### src/rtl/oprd_pkg.sv
package oprd_pkg;

  // Clock and timing
  localparam int unsigned CLK_PERIOD_NS = 10;
  localparam int unsigned POWERUP_US = 535;
  localparam int unsigned POWERUP_CYC = (POWERUP_US * 1000 + CLK_PERIOD_NS - 1) / CLK_PERIOD_NS;
  localparam int unsigned SETUP_NS = 100;
  localparam int unsigned SETUP_CYC = (SETUP_NS + CLK_PERIOD_NS - 1) / CLK_PERIOD_NS;

  // Zero-lux offsets, in nanoseconds, and their cycle counts (rounded down)
  localparam int unsigned VIS_OFS_NS = 7100;
  localparam int unsigned IRH_OFS_NS = 11300;
  localparam int unsigned IRL_OFS_NS = 9900;
  localparam int unsigned VIS_OFS_CYC = VIS_OFS_NS / CLK_PERIOD_NS;
  localparam int unsigned IRH_OFS_CYC = IRH_OFS_NS / CLK_PERIOD_NS;
  localparam int unsigned IRL_OFS_CYC = IRL_OFS_NS / CLK_PERIOD_NS;

  localparam int unsigned CNT_W = 24;

  // Mode code: {strobe latch, mode latch, mode static}
  typedef enum logic [2:0] {
    OPRD_PROX_HIGH_CURRENT = 3'h0,
    OPRD_OFFSET_CAL = 3'h1,
    OPRD_PROX_LOW_CURRENT = 3'h2,
    OPRD_PROX_LOW_HIGH_REFLECT = 3'h3,
    OPRD_VIS_IR_LOW = 3'h4,
    OPRD_VISIBLE_AMBIENT = 3'h5,
    OPRD_VIS_IR_HIGH = 3'h6,
    OPRD_RESERVED = 3'h7
  } oprd_mode_e;

  localparam int unsigned MODE_STX_BIT = 2;
  localparam int unsigned MODE_MDL_BIT = 1;
  localparam int unsigned MODE_MDS_BIT = 0;

endpackage

### src/rtl/oprd_host.sv
module oprd_host
  import oprd_pkg::*;
#(
  parameter int unsigned POWERUP_CYCLES = POWERUP_CYC,
  parameter int unsigned CNT_W_P = CNT_W
) (
  // Clock and reset
  input wire logic i_core_clk,
  input wire logic i_rst_n,
  // User commands
  input wire logic i_program,
  input wire oprd_pkg::oprd_mode_e i_mode,
  input wire logic i_measure,
  input wire logic [CNT_W_P-1:0] i_abort_after,
  output logic o_ready,
  // User results
  output logic o_done,
  output logic o_aborted,
  output logic o_in_range,
  output logic [CNT_W_P-1:0] o_width_raw,
  output logic [CNT_W_P-1:0] o_width_corr,
  // Sensor pins
  output logic o_shutdown_latch_in,
  output logic o_mode_select_in,
  output logic o_measure_strobe_in,
  input wire logic i_pulse_result_out
);
  import oprd_pkg::*;

  ////////////////////////////////////////////////////////////////////////
  typedef enum logic [6:0] {
    ST_SHUT = 7'h01,
    ST_SETUP = 7'h02,
    ST_LATCH = 7'h04,
    ST_POWERUP = 7'h08,
    ST_IDLE = 7'h10,
    ST_WAIT_LOW = 7'h20,
    ST_PULSE = 7'h40
  } oprd_state_e;

  oprd_state_e st_r, st_nxt;
  oprd_mode_e mode_r, mode_nxt;
  logic [CNT_W_P-1:0] tmr_r, tmr_nxt;
  logic [CNT_W_P-1:0] abort_r, abort_nxt;
  logic sd_r, sd_nxt, md_r, md_nxt, stx_r, stx_nxt;
  logic done_r, done_nxt, abt_r, abt_nxt, rng_r, rng_nxt;
  logic [CNT_W_P-1:0] wr_r, wr_nxt, wc_r, wc_nxt;
  logic prx_s1_r, prx_s2_r, prx_d_r;
  logic prx_fall, prx_rise, t_start, t_run, limit_hit;
  logic [CNT_W_P-1:0] ofs;
  logic [CNT_W_P-1:0] t_raw, t_corr;

  ////////////////////////////////////////////////////////////////////////
  // Pin synchroniser; first stage feeds only the second
  always_ff @(posedge i_core_clk) begin
    if (!i_rst_n) begin
      prx_s1_r <= 1'b1;
      prx_s2_r <= 1'b1;
      prx_d_r <= 1'b1;
    end else begin
      prx_s1_r <= i_pulse_result_out;
      prx_s2_r <= prx_s1_r;
      prx_d_r <= prx_s2_r;
    end
  end

  assign prx_fall = !sd_r && prx_d_r && !prx_s2_r;
  assign prx_rise = !sd_r && !prx_d_r && prx_s2_r;

  ////////////////////////////////////////////////////////////////////////
  // offset by measured diode
  always_comb begin
    case (mode_r)
      OPRD_VISIBLE_AMBIENT: ofs = CNT_W_P'(VIS_OFS_CYC);
      OPRD_VIS_IR_HIGH: ofs = CNT_W_P'(IRH_OFS_CYC);
      OPRD_VIS_IR_LOW: ofs = CNT_W_P'(IRL_OFS_CYC);
      default: ofs = '0;
    endcase
  end

  assign t_start = (st_r == ST_WAIT_LOW) && prx_fall;
  assign t_run = (st_r == ST_PULSE);
  assign limit_hit = (abort_r != '0) && (t_raw >= abort_r);

  oprd_pulse_timer #(
    .CNT_W(CNT_W_P)
  ) u_timer (
    .i_core_clk(i_core_clk),
    .i_rst_n(i_rst_n),
    .i_start(t_start),
    .i_run(t_run),
    .i_offset(ofs),
    .o_raw(t_raw),
    .o_corrected(t_corr)
  );

  ////////////////////////////////////////////////////////////////////////
  always_comb begin
    st_nxt = st_r;
    mode_nxt = mode_r;
    tmr_nxt = tmr_r;
    abort_nxt = abort_r;
    sd_nxt = sd_r;
    md_nxt = md_r;
    stx_nxt = stx_r;
    done_nxt = 1'b0;
    abt_nxt = abt_r;
    rng_nxt = rng_r;
    wr_nxt = wr_r;
    wc_nxt = wc_r;
    case (st_r)
      ST_SHUT: begin
        sd_nxt = 1'b1;
        stx_nxt = 1'b0;
        if (i_program) begin
          mode_nxt = i_mode;
          md_nxt = i_mode[MODE_MDL_BIT];
          stx_nxt = i_mode[MODE_STX_BIT];
          tmr_nxt = CNT_W_P'(SETUP_CYC);
          st_nxt = ST_SETUP;
        end
      end
      ST_SETUP: begin
        if (tmr_r <= CNT_W_P'(1)) begin
          sd_nxt = 1'b0;
          tmr_nxt = CNT_W_P'(SETUP_CYC);
          st_nxt = ST_LATCH;
        end else begin
          tmr_nxt = tmr_r - 1'b1;
        end
      end
      ST_LATCH: begin
        if (tmr_r <= CNT_W_P'(1)) begin
          md_nxt = mode_r[MODE_MDS_BIT];
          stx_nxt = 1'b0;
          tmr_nxt = CNT_W_P'(POWERUP_CYCLES);
          st_nxt = ST_POWERUP;
        end else begin
          tmr_nxt = tmr_r - 1'b1;
        end
      end
      ST_POWERUP: begin
        // Strobe stays low through the power-up latency
        if (tmr_r <= CNT_W_P'(1)) begin
          st_nxt = ST_IDLE;
        end else begin
          tmr_nxt = tmr_r - 1'b1;
        end
      end
      ST_IDLE: begin
        if (i_program) begin
          sd_nxt = 1'b1;
          st_nxt = ST_SHUT;
        end else if (i_measure) begin
          stx_nxt = 1'b1;
          abort_nxt = i_abort_after;
          abt_nxt = 1'b0;
          rng_nxt = 1'b0;
          st_nxt = ST_WAIT_LOW;
        end
      end
      ST_WAIT_LOW: begin
        if (prx_fall) begin
          st_nxt = ST_PULSE;
        end
      end
      ST_PULSE: begin
        if (prx_rise) begin
          stx_nxt = 1'b0;
          done_nxt = 1'b1;
          wr_nxt = t_raw;
          wc_nxt = t_corr;
          st_nxt = ST_IDLE;
        end else if (limit_hit) begin
          stx_nxt = 1'b0;
          abt_nxt = 1'b1;
          rng_nxt = !prx_s2_r;
          done_nxt = 1'b1;
          wr_nxt = t_raw;
          wc_nxt = t_corr;
          st_nxt = ST_IDLE;
        end
      end
      default: begin
        st_nxt = ST_SHUT;
      end
    endcase
  end

  always_ff @(posedge i_core_clk) begin
    if (!i_rst_n) begin
      st_r <= ST_SHUT;
      mode_r <= OPRD_PROX_HIGH_CURRENT;
      tmr_r <= '0;
      abort_r <= '0;
      sd_r <= 1'b1;
      md_r <= 1'b0;
      stx_r <= 1'b0;
      done_r <= 1'b0;
      abt_r <= 1'b0;
      rng_r <= 1'b0;
      wr_r <= '0;
      wc_r <= '0;
    end else begin
      st_r <= st_nxt;
      mode_r <= mode_nxt;
      tmr_r <= tmr_nxt;
      abort_r <= abort_nxt;
      sd_r <= sd_nxt;
      md_r <= md_nxt;
      stx_r <= stx_nxt;
      done_r <= done_nxt;
      abt_r <= abt_nxt;
      rng_r <= rng_nxt;
      wr_r <= wr_nxt;
      wc_r <= wc_nxt;
    end
  end

  assign o_ready = (st_r == ST_IDLE);
  assign o_done = done_r;
  assign o_aborted = abt_r;
  assign o_in_range = rng_r;
  assign o_width_raw = wr_r;
  assign o_width_corr = wc_r;
  assign o_shutdown_latch_in = sd_r;
  assign o_mode_select_in = md_r;
  assign o_measure_strobe_in = stx_r;
endmodule

### src/rtl/oprd_pulse_timer.sv
// Times the low phase of the result pulse and removes an offset.
module oprd_pulse_timer #(
  parameter int unsigned CNT_W = 24
) (
  // Clock and reset
  input wire logic i_core_clk,
  input wire logic i_rst_n,
  // Control
  input wire logic i_start,
  input wire logic i_run,
  input wire logic [CNT_W-1:0] i_offset,
  // Result
  output logic [CNT_W-1:0] o_raw,
  output logic [CNT_W-1:0] o_corrected
);

  logic [CNT_W-1:0] cnt_r;
  logic [CNT_W-1:0] cnt_nxt;

  always_comb begin
    cnt_nxt = cnt_r;
    if (i_start) begin
      cnt_nxt = '0;
    end else if (i_run && cnt_r != '1) begin
      // Saturate rather than wrap on a stuck-low pulse
      cnt_nxt = cnt_r + 1'b1;
    end
  end

  always_ff @(posedge i_core_clk) begin
    if (!i_rst_n) begin
      cnt_r <= '0;
    end else begin
      cnt_r <= cnt_nxt;
    end
  end

  assign o_raw = cnt_r;
  assign o_corrected = (cnt_r > i_offset) ? cnt_r - i_offset : '0;

endmodule

### config.mk
export PLATFORM = sky130hd
export DESIGN_NAME = oprd_host
export DESIGN_NICKNAME = d
export VERILOG_FILES = /design/src/rtl/oprd_pkg.sv /design/src/rtl/oprd_host.sv /design/src/rtl/oprd_pulse_timer.sv
export SDC_FILE = /design/constraint.sdc
export NUM_CORES = 1
export LEC_CHECK = 0
export BUFFER_PORTS_ARGS = -buffer_cell sky130_fd_sc_hd__buf_2
export CORE_MARGIN = 2
export CORE_UTILIZATION = 50
export CTS_CLUSTER_SIZE = 14
export DETAILED_ROUTE_END_ITERATION = 10
export GPL_TIMING_DRIVEN = 0
export HOLD_SLACK_MARGIN = 0.1
export PLACE_DENSITY = 0.71
export SYNTH_ARGS = -nofsm -noshare
export SYNTH_HDL_FRONTEND = slang
export SYNTH_HIERARCHICAL = 1
export SYNTH_SLANG_ARGS = --single-unit
### constraint.sdc
create_clock -name i_core_clk -period 2.78 [get_ports i_core_clk]
set_clock_uncertainty 0.05 [all_clocks]
set_input_delay 0.139 -clock i_core_clk [delete_from_list [all_inputs] [get_ports i_core_clk]]
set_output_delay 0.139 -clock i_core_clk [all_outputs]
set_load 0.02 [all_outputs]
==> run summary, run 1 <==
Number of antenna violations at the first check in global routing - 0
Cell count after synthesis - 1011
Number of flops mapped to enable cells by yosys - 0
Maximum number of buffers from clock root to sink - 2
Core Region - 16400 um^2
GRT busiest layer - met2
Core occupancy in the finished layout - 0.654
Hold slack final - 0.375 ns
Total vias in the final route - 8067
Ys async rst share - 0
Placed cell count - 1329
Maximum frequency from static timing analysis - 349 MHz
Filler instances - 1271
Final cell count without fillers - 1414
Clock sinks - 139
DRC errors left - 0
DR iter-0 viols - 831
Ys Warns - 6
Aggregate global-route resource usage - 0.259
Violated checks - negative setup slack
Main flop type after synthesis - sky130_fd_sc_hd__dfxtp_1
Die width - 133 um
Clock tree from TritonCTS - built
Distinct cell type count of the synthesized netlist - 82
Share of synthesized area occupied by flip-flops and latches - 0.335
Class of the tightest hold or removal check - reg -> reg
CP max stage cell - sky130_fd_sc_hd__a2111oi_2
Synthesized area - 8290 um^2
Antenna-violating nets left - 0
Cell Pwr Density - 654 nW/um^2
Commonest cells after routing, fill and taps aside - sky130_fd_sc_hd__nor2_1 (167), sky130_fd_sc_hd__dfxtp_1 (129), sky130_fd_sc_hd__buf_2 (93), sky130_fd_sc_hd__mux2i_1 (74), sky130_fd_sc_hd__inv_1 (66)
Number of global-route vias before repair - 7584
Area taken by flip-flops and latches - 2800 um^2
Met2 routing resource usage after global routing - 0.408
Hold Path Origin - prx_s1_r$_SDFF_PN1_
Clk slew on worst S/H paths - 0.06 ns
Cell chain of the critical path - nor2b_4, nor2b_4, inv_2, ha_4, nand4_1, buf_4, nor3_1, o21ai_1, a2111oi_2, o21ai_0, nor3b_4, mux2i_1, nor2_1
Register-to-register setup slack - -0.09 ns
Antenna diodes - 0
Unrepaired setup endpoints after global routing - yes
Crit path setup slack, layout - -0.0863 ns
Area taken by multi-input logic gates - 5510 um^2
Number of storage elements in the synthesis netlist - 139
Total number of H-tree levels - 4
Peak supply drop - 0.000466 V
Startpoint types - register
Capturing element type of the critical path - register
Initial core utilization - 0.506
Crit Reg-Reg Endpoint - o_width_corr[22]$_SDFFE_PN0P_
Largest net degree at the start of global routing - 17
Clk_lat worst skew - 0.43 ns
Static leakage power - 4.74 nW
Number of placed I/O pins - 87
Post-route setup TNS - -0.343 ns
Post-route minimum period - 2.87 ns
Critical path data arrival time - 3.10 ns
Max-slew headroom at the worst pin - 0.400
Average instance area after synthesis - 8.20 um^2
Wirelength, routed - 23200 um
Global-route congestion overflow total - 0
Max stage delay on crit path - 0.43 ns
Buffers added on ports - 85
Slew Limit Fails - 0
Layout area overhead - 29.3%
Maximum net fanout on the critical path - 4
Count of final hold-check violations - 0
Transition at the pin with the smallest max-transition slack - 0.891 ns
Final number of setup-violating endpoints - 8
HPWL after detailed placement - 15800 um
Root cell of the clock tree - sky130_fd_sc_hd__clkbuf_16
Endpoint required time on the critical path - 3.01 ns
CTS buffer count - 17
Number of nets in the finished design - 1266
WS Path Type - reg -> reg
Share of cells above drive strength 1 - 0.224
Met3 layer usage reported by global route - 0.0475
Run status - complete, but fails checks
Average wire per cell in the routed design - 16.4 um
Reg-to-Reg Start - mode_r[2]$_SDFFE_PN0P_
Reg2reg path depth - 13
Final clock period utilization by the worst path - 1.03
Hold depth - 1
Y dimension of the die - 133 um
Maximum capacitance violations - 0
Most common cell after layout, fill and taps aside - sky130_fd_sc_hd__nor2_1
Global-route wire length before repair - 37200 um
Terminating pin of the worst hold path - prx_s2_r$_SDFF_PN1_
Crit-path most repeated cell - sky130_fd_sc_hd__nor2b_4
Area of the die - 17600 um^2
Routability-driven placement congestion ratio - 0.961
Vias per std cell - 5.71
Length of the first detailed-routing pass in iterations - 5
Core Rows - 47
Met1 track demand over resource in global routing - 0.350
## state kept, by name, indices dropped and copies added, names as in the netlist, 3 cells and up
register / count
mode_r: 3
u_timer/o_raw: 24
o_width_corr: 24
st_r: 7
abort_r: 24
o_width_raw: 24
tmr_r: 24
## worst max-delay path: cells and delay by family, from the launching register on
family | cells | cell delay [ns]
and+or+nand+nor | 6 | 0.93
adders and majority gates | 1 | 0.26
DFF | 1 | 0.36
muxes | 1 | 0.13
buffers and inverters | 2 | 0.23
AOI/OAI and AO/OA | 3 | 0.78
## logic make-up (layout without fill, tap and decap cells)
logic type / count (synthesis) / count (layout) / synth area share
xor+xnor: 40 / 40 / 0.0422
buf+inv: 111 / 281 / 0.0572
simple gates: 415 / 415 / 0.254
flops: 139 / 139 / 0.335
compound gates: 178 / 178 / 0.141
mux: 75 / 75 / 0.0905
fa+ha+maj: 52 / 52 / 0.0793
other cells: 1 / 14 / 0.000452
## worst max path at each step
stage	start	end	slack, ns	cells after the start
after floorplan	mode_r[2]$_SDFFE_PN0P_	o_width_corr[22]$_SDFFE_PN0P_	0.11	14
after detailed placement	u_timer/o_raw[15]$_SDFFE_PP0P_	o_width_raw[20]$_SDFFE_PN0P_	-0.64	10
final	mode_r[2]$_SDFFE_PN0P_	o_width_corr[22]$_SDFFE_PN0P_	-0.09	13
after global routing	mode_r[2]$_SDFFE_PN0P_	o_width_corr[22]$_SDFFE_PN0P_	-0.26	13
after CTS	mode_r[2]$_SDFFE_PN0P_	o_width_corr[23]$_SDFFE_PN0P_	-0.006	15
after global placement	u_timer/o_raw[15]$_SDFFE_PP0P_	o_width_raw[16]$_SDFFE_PN0P_	-0.57	10
## synthesized netlist by cell type, drive strengths merged, types with 9 or more instances
cell / count / share of area
nor2: 171 / 0.078
nor3b: 13 / 0.012
nand2: 60 / 0.028
nand4: 17 / 0.014
mux2i: 75 / 0.091
o21ai: 42 / 0.026
dfxtp: 139 / 0.34
nand2b: 11 / 0.0092
nor4: 28 / 0.026
clkbuf: 20 / 0.0092
ha: 51 / 0.077
nor3: 29 / 0.018
xnor2: 23 / 0.024
xor2: 17 / 0.018
o211ai: 9 / 0.0081
a21oi: 55 / 0.033
nand3: 33 / 0.022
inv: 71 / 0.032
buf: 19 / 0.015
a21o: 10 / 0.0091
## report_power, final
group | internal, mW | switching [mW]
Sequential | 2.12 | 0.139
Combinational | 0.881 | 1.34
Clock | 1.64 | 0.885
## routing by layer
metal,up-vias,wire length [um]
met5,-,0
met4,0,637
met3,53,1440
met2,354,10700
met1,3756,10400
li1,3904,-
## final cells by class
cell class,instances,area share
flip-flops and latches,139,0.261
clock buffers,21,0.0429
clock inverters,10,0.0176
multi-input cells,774,0.514
repair buffers,141,0.0887
inverters,72,0.0252
well taps,220,0.0257
plain buffers,37,0.0251
## stage by stage
step                area, um^2  power [mW]  setup slack [ns]
floorplan                 8340        3.77             0.108
global placement          9040        4.15            -0.573
detailed placement        9040        4.18            -0.638
CTS                      10400        6.84          -0.00595
global route             10700        7.34            -0.264
finish                   10700        7.01           -0.0863
## timing repair
item	CTS	global route
hold endpoints to repair	33	0
pin swaps	14	19
buffers inserted	13	12
cloned	1	0
resized for setup	76	56
endpoints found under the setup margin	54	64
hold buffers	31	0
Note: power is estimated with default switching activity, not from simulation.
==> run 2: changes to the inputs <==
Settings changed: CORE_ASPECT_RATIO set to 0.75.
==> run 2 against run 1 <==
  * The run still ends with negative setup slack left
  * Largest power group unchanged
  * Final area is 1.1% lower
  * Die area is essentially flat
  * Fmax is 1.3% lower
  * Combinational power is essentially flat
  * Global-route usage rose by 1.1 points
  * Power decreased by 1.1%
  * Clock-buffer cell count shrank 1
  * Via count decreased by 2.2%
==> run summary, run 2 (same netlist as run 1, synthesis figures left out) <==
Critical path data arrival time - 3.22 ns
Reg2reg path depth - 13
Aggregate global-route resource usage - 0.270
Clk_lat worst skew - 0.43 ns
Run status - complete, but fails checks
Area of the die - 17600 um^2
Length of the first detailed-routing pass in iterations - 6
HPWL after detailed placement - 17000 um
DR iter-0 viols - 683
Reg-to-Reg Start - mode_r[2]$_SDFFE_PN0P_
Antenna diodes - 0
Largest net degree at the start of global routing - 17
DRC errors left - 0
Maximum net fanout on the critical path - 7
Static leakage power - 4.72 nW
Capturing element type of the critical path - register
Crit Reg-Reg Endpoint - o_width_corr[19]$_SDFFE_PN0P_
Final cell count without fillers - 1400
Crit-path most repeated cell - sky130_fd_sc_hd__nor2b_4
WS Path Type - reg -> reg
Unrepaired setup endpoints after global routing - yes
Number of global-route vias before repair - 7256
Violated checks - negative setup slack
Core Region - 16100 um^2
Clock sinks - 139
Worst Path Buf+Inv - 2
Final number of setup-violating endpoints - 19
Peak supply drop - 0.000429 V
Post-route minimum period - 2.91 ns
Placed cell count - 1319
Endpoint required time on the critical path - 3.09 ns
Total vias in the final route - 7890
Maximum frequency from static timing analysis - 344 MHz
Clock tree from TritonCTS - built
Most common cell after layout, fill and taps aside - sky130_fd_sc_hd__nor2_1
Max stage delay on crit path - 0.43 ns
End point of the critical path - o_width_corr[19]$_SDFFE_PN0P_
Path length in cells of the critical path - 13
Routability-driven placement congestion ratio - 0.926
Share of cells above drive strength 1 - 0.219
Cell chain of the critical path - nor2b_4, nor2b_4, inv_2, ha_4, nand4_1, nor3_2, a21o_1, o21ai_2, a211o_4, clkbuf_16, nor3b_2, mux2i_1, nor2_1
Global-route wire length before repair - 37900 um
Cell class contributing the biggest share of worst-path delay - simple AND/OR/NAND/NOR gates
Vias per std cell - 5.64
Transition at the pin with the smallest max-transition slack - 1.03 ns
Initial core utilization - 0.515
Hold slack final - 0.376 ns
Final clock period utilization by the worst path - 1.05
Clk slew on worst S/H paths - 0.06 ns
Post-layout total power - 6.93 mW
Hold depth - 1
Class of the tightest hold or removal check - reg -> reg
Global-route congestion overflow total - 0
Number of placed I/O pins - 87
Max-slew headroom at the worst pin - 0.305
Maximum number of buffers from clock root to sink - 2
Worst setup path start - mode_r[2]$_SDFFE_PN0P_
Layout area overhead - 27.8%
Filler instances - 1363
Cell Pwr Density - 654 nW/um^2
Maximum capacitance violations - 0
Register-to-register setup slack - -0.13 ns
Average wire per cell in the routed design - 17.2 um
CP max stage cell - sky130_fd_sc_hd__a211o_4
Root cell of the clock tree - sky130_fd_sc_hd__clkbuf_16
CTS buffer count - 17
Buffers added on ports - 85
Die width - 153 um
Total number of H-tree levels - 4
Count of final hold-check violations - 0
Startpoint types - register
Antenna-violating nets left - 0
Slew Limit Fails - 0
Crit path setup slack, layout - -0.125 ns
Y dimension of the die - 116 um
Number of nets in the finished design - 1261
Wirelength, routed - 24100 um
Number of antenna violations at the first check in global routing - 1
Core Rows - 40
Commonest cells after routing, fill and taps aside - sky130_fd_sc_hd__nor2_1 (169), sky130_fd_sc_hd__dfxtp_1 (126), sky130_fd_sc_hd__buf_2 (92), sky130_fd_sc_hd__mux2i_1 (75), sky130_fd_sc_hd__inv_1 (67)
## run 2: worst min path at each step
stage                                endpoint  slack, ns                 from
after floorplan            prx_d_r$_SDFF_PN1_       0.18              i_rst_n
after global placement    prx_s1_r$_SDFF_PN1_       0.30   i_pulse_result_out
after CTS                 prx_s2_r$_SDFF_PN1_       0.38  prx_s1_r$_SDFF_PN1_
final                     prx_s2_r$_SDFF_PN1_       0.38  prx_s1_r$_SDFF_PN1_
after global routing      prx_s2_r$_SDFF_PN1_       0.40  prx_s1_r$_SDFF_PN1_
after detailed placement  prx_s1_r$_SDFF_PN1_       0.31   i_pulse_result_out
## run 2: routing by layer
| metal | part of all wire | global-route usage |
|---|---|---|
| met2 | 0.41 | 0.392 |
| met3 | 0.087 | 0.0662 |
| met5 | 0.00029 | 0 |
| met4 | 0.0089 | 0.0623 |
| met1 | 0.49 | 0.403 |
## run 2: power breakdown
group	leakage, nW	internal, mW	switching [mW]
registers	1.13	2.12	0.138
clock network	0.299	1.49	0.931
logic	3.29	0.867	1.38
total	4.72	4.48	2.45
## run 2: layout make-up
class	count	area (um^2)	share of cell area
tap	210	263	0.0248
sequential	139	2800	0.264
inverter	72	273	0.0257
clock inverter	12	161	0.0152
timing repair buffer	135	902	0.0851
clock buffer	20	467	0.0440
multi-input combinational	774	5460	0.515
buffer	38	275	0.0260
## run 2: through the flow
stage | utilization | setup TNS, ns | setup WS, ns | cell area (um^2)
2_1_floorplan | - | 0 | 0.108 | 8340
3_3_place_gp | 0.560 | -17.40 | -0.503 | 9030
3_5_place_dp | 0.560 | -18.83 | -0.522 | 9030
4_1_cts | 0.640 | 0 | 0.00494 | 10300
5_1_grt | 0.658 | -2.48 | -0.196 | 10600
6_report | 0.658 | -0.839 | -0.125 | 10600
## run 2: timing repair
item / CTS / global route
gates resized for setup: 73 / 53
setup buffers: 9 / 9
pin swaps: 12 / 20
endpoints found under the hold margin: 34 / 0
endpoints found under the setup margin: 54 / 83
cloned: 1 / 0
hold buffers: 31 / 0
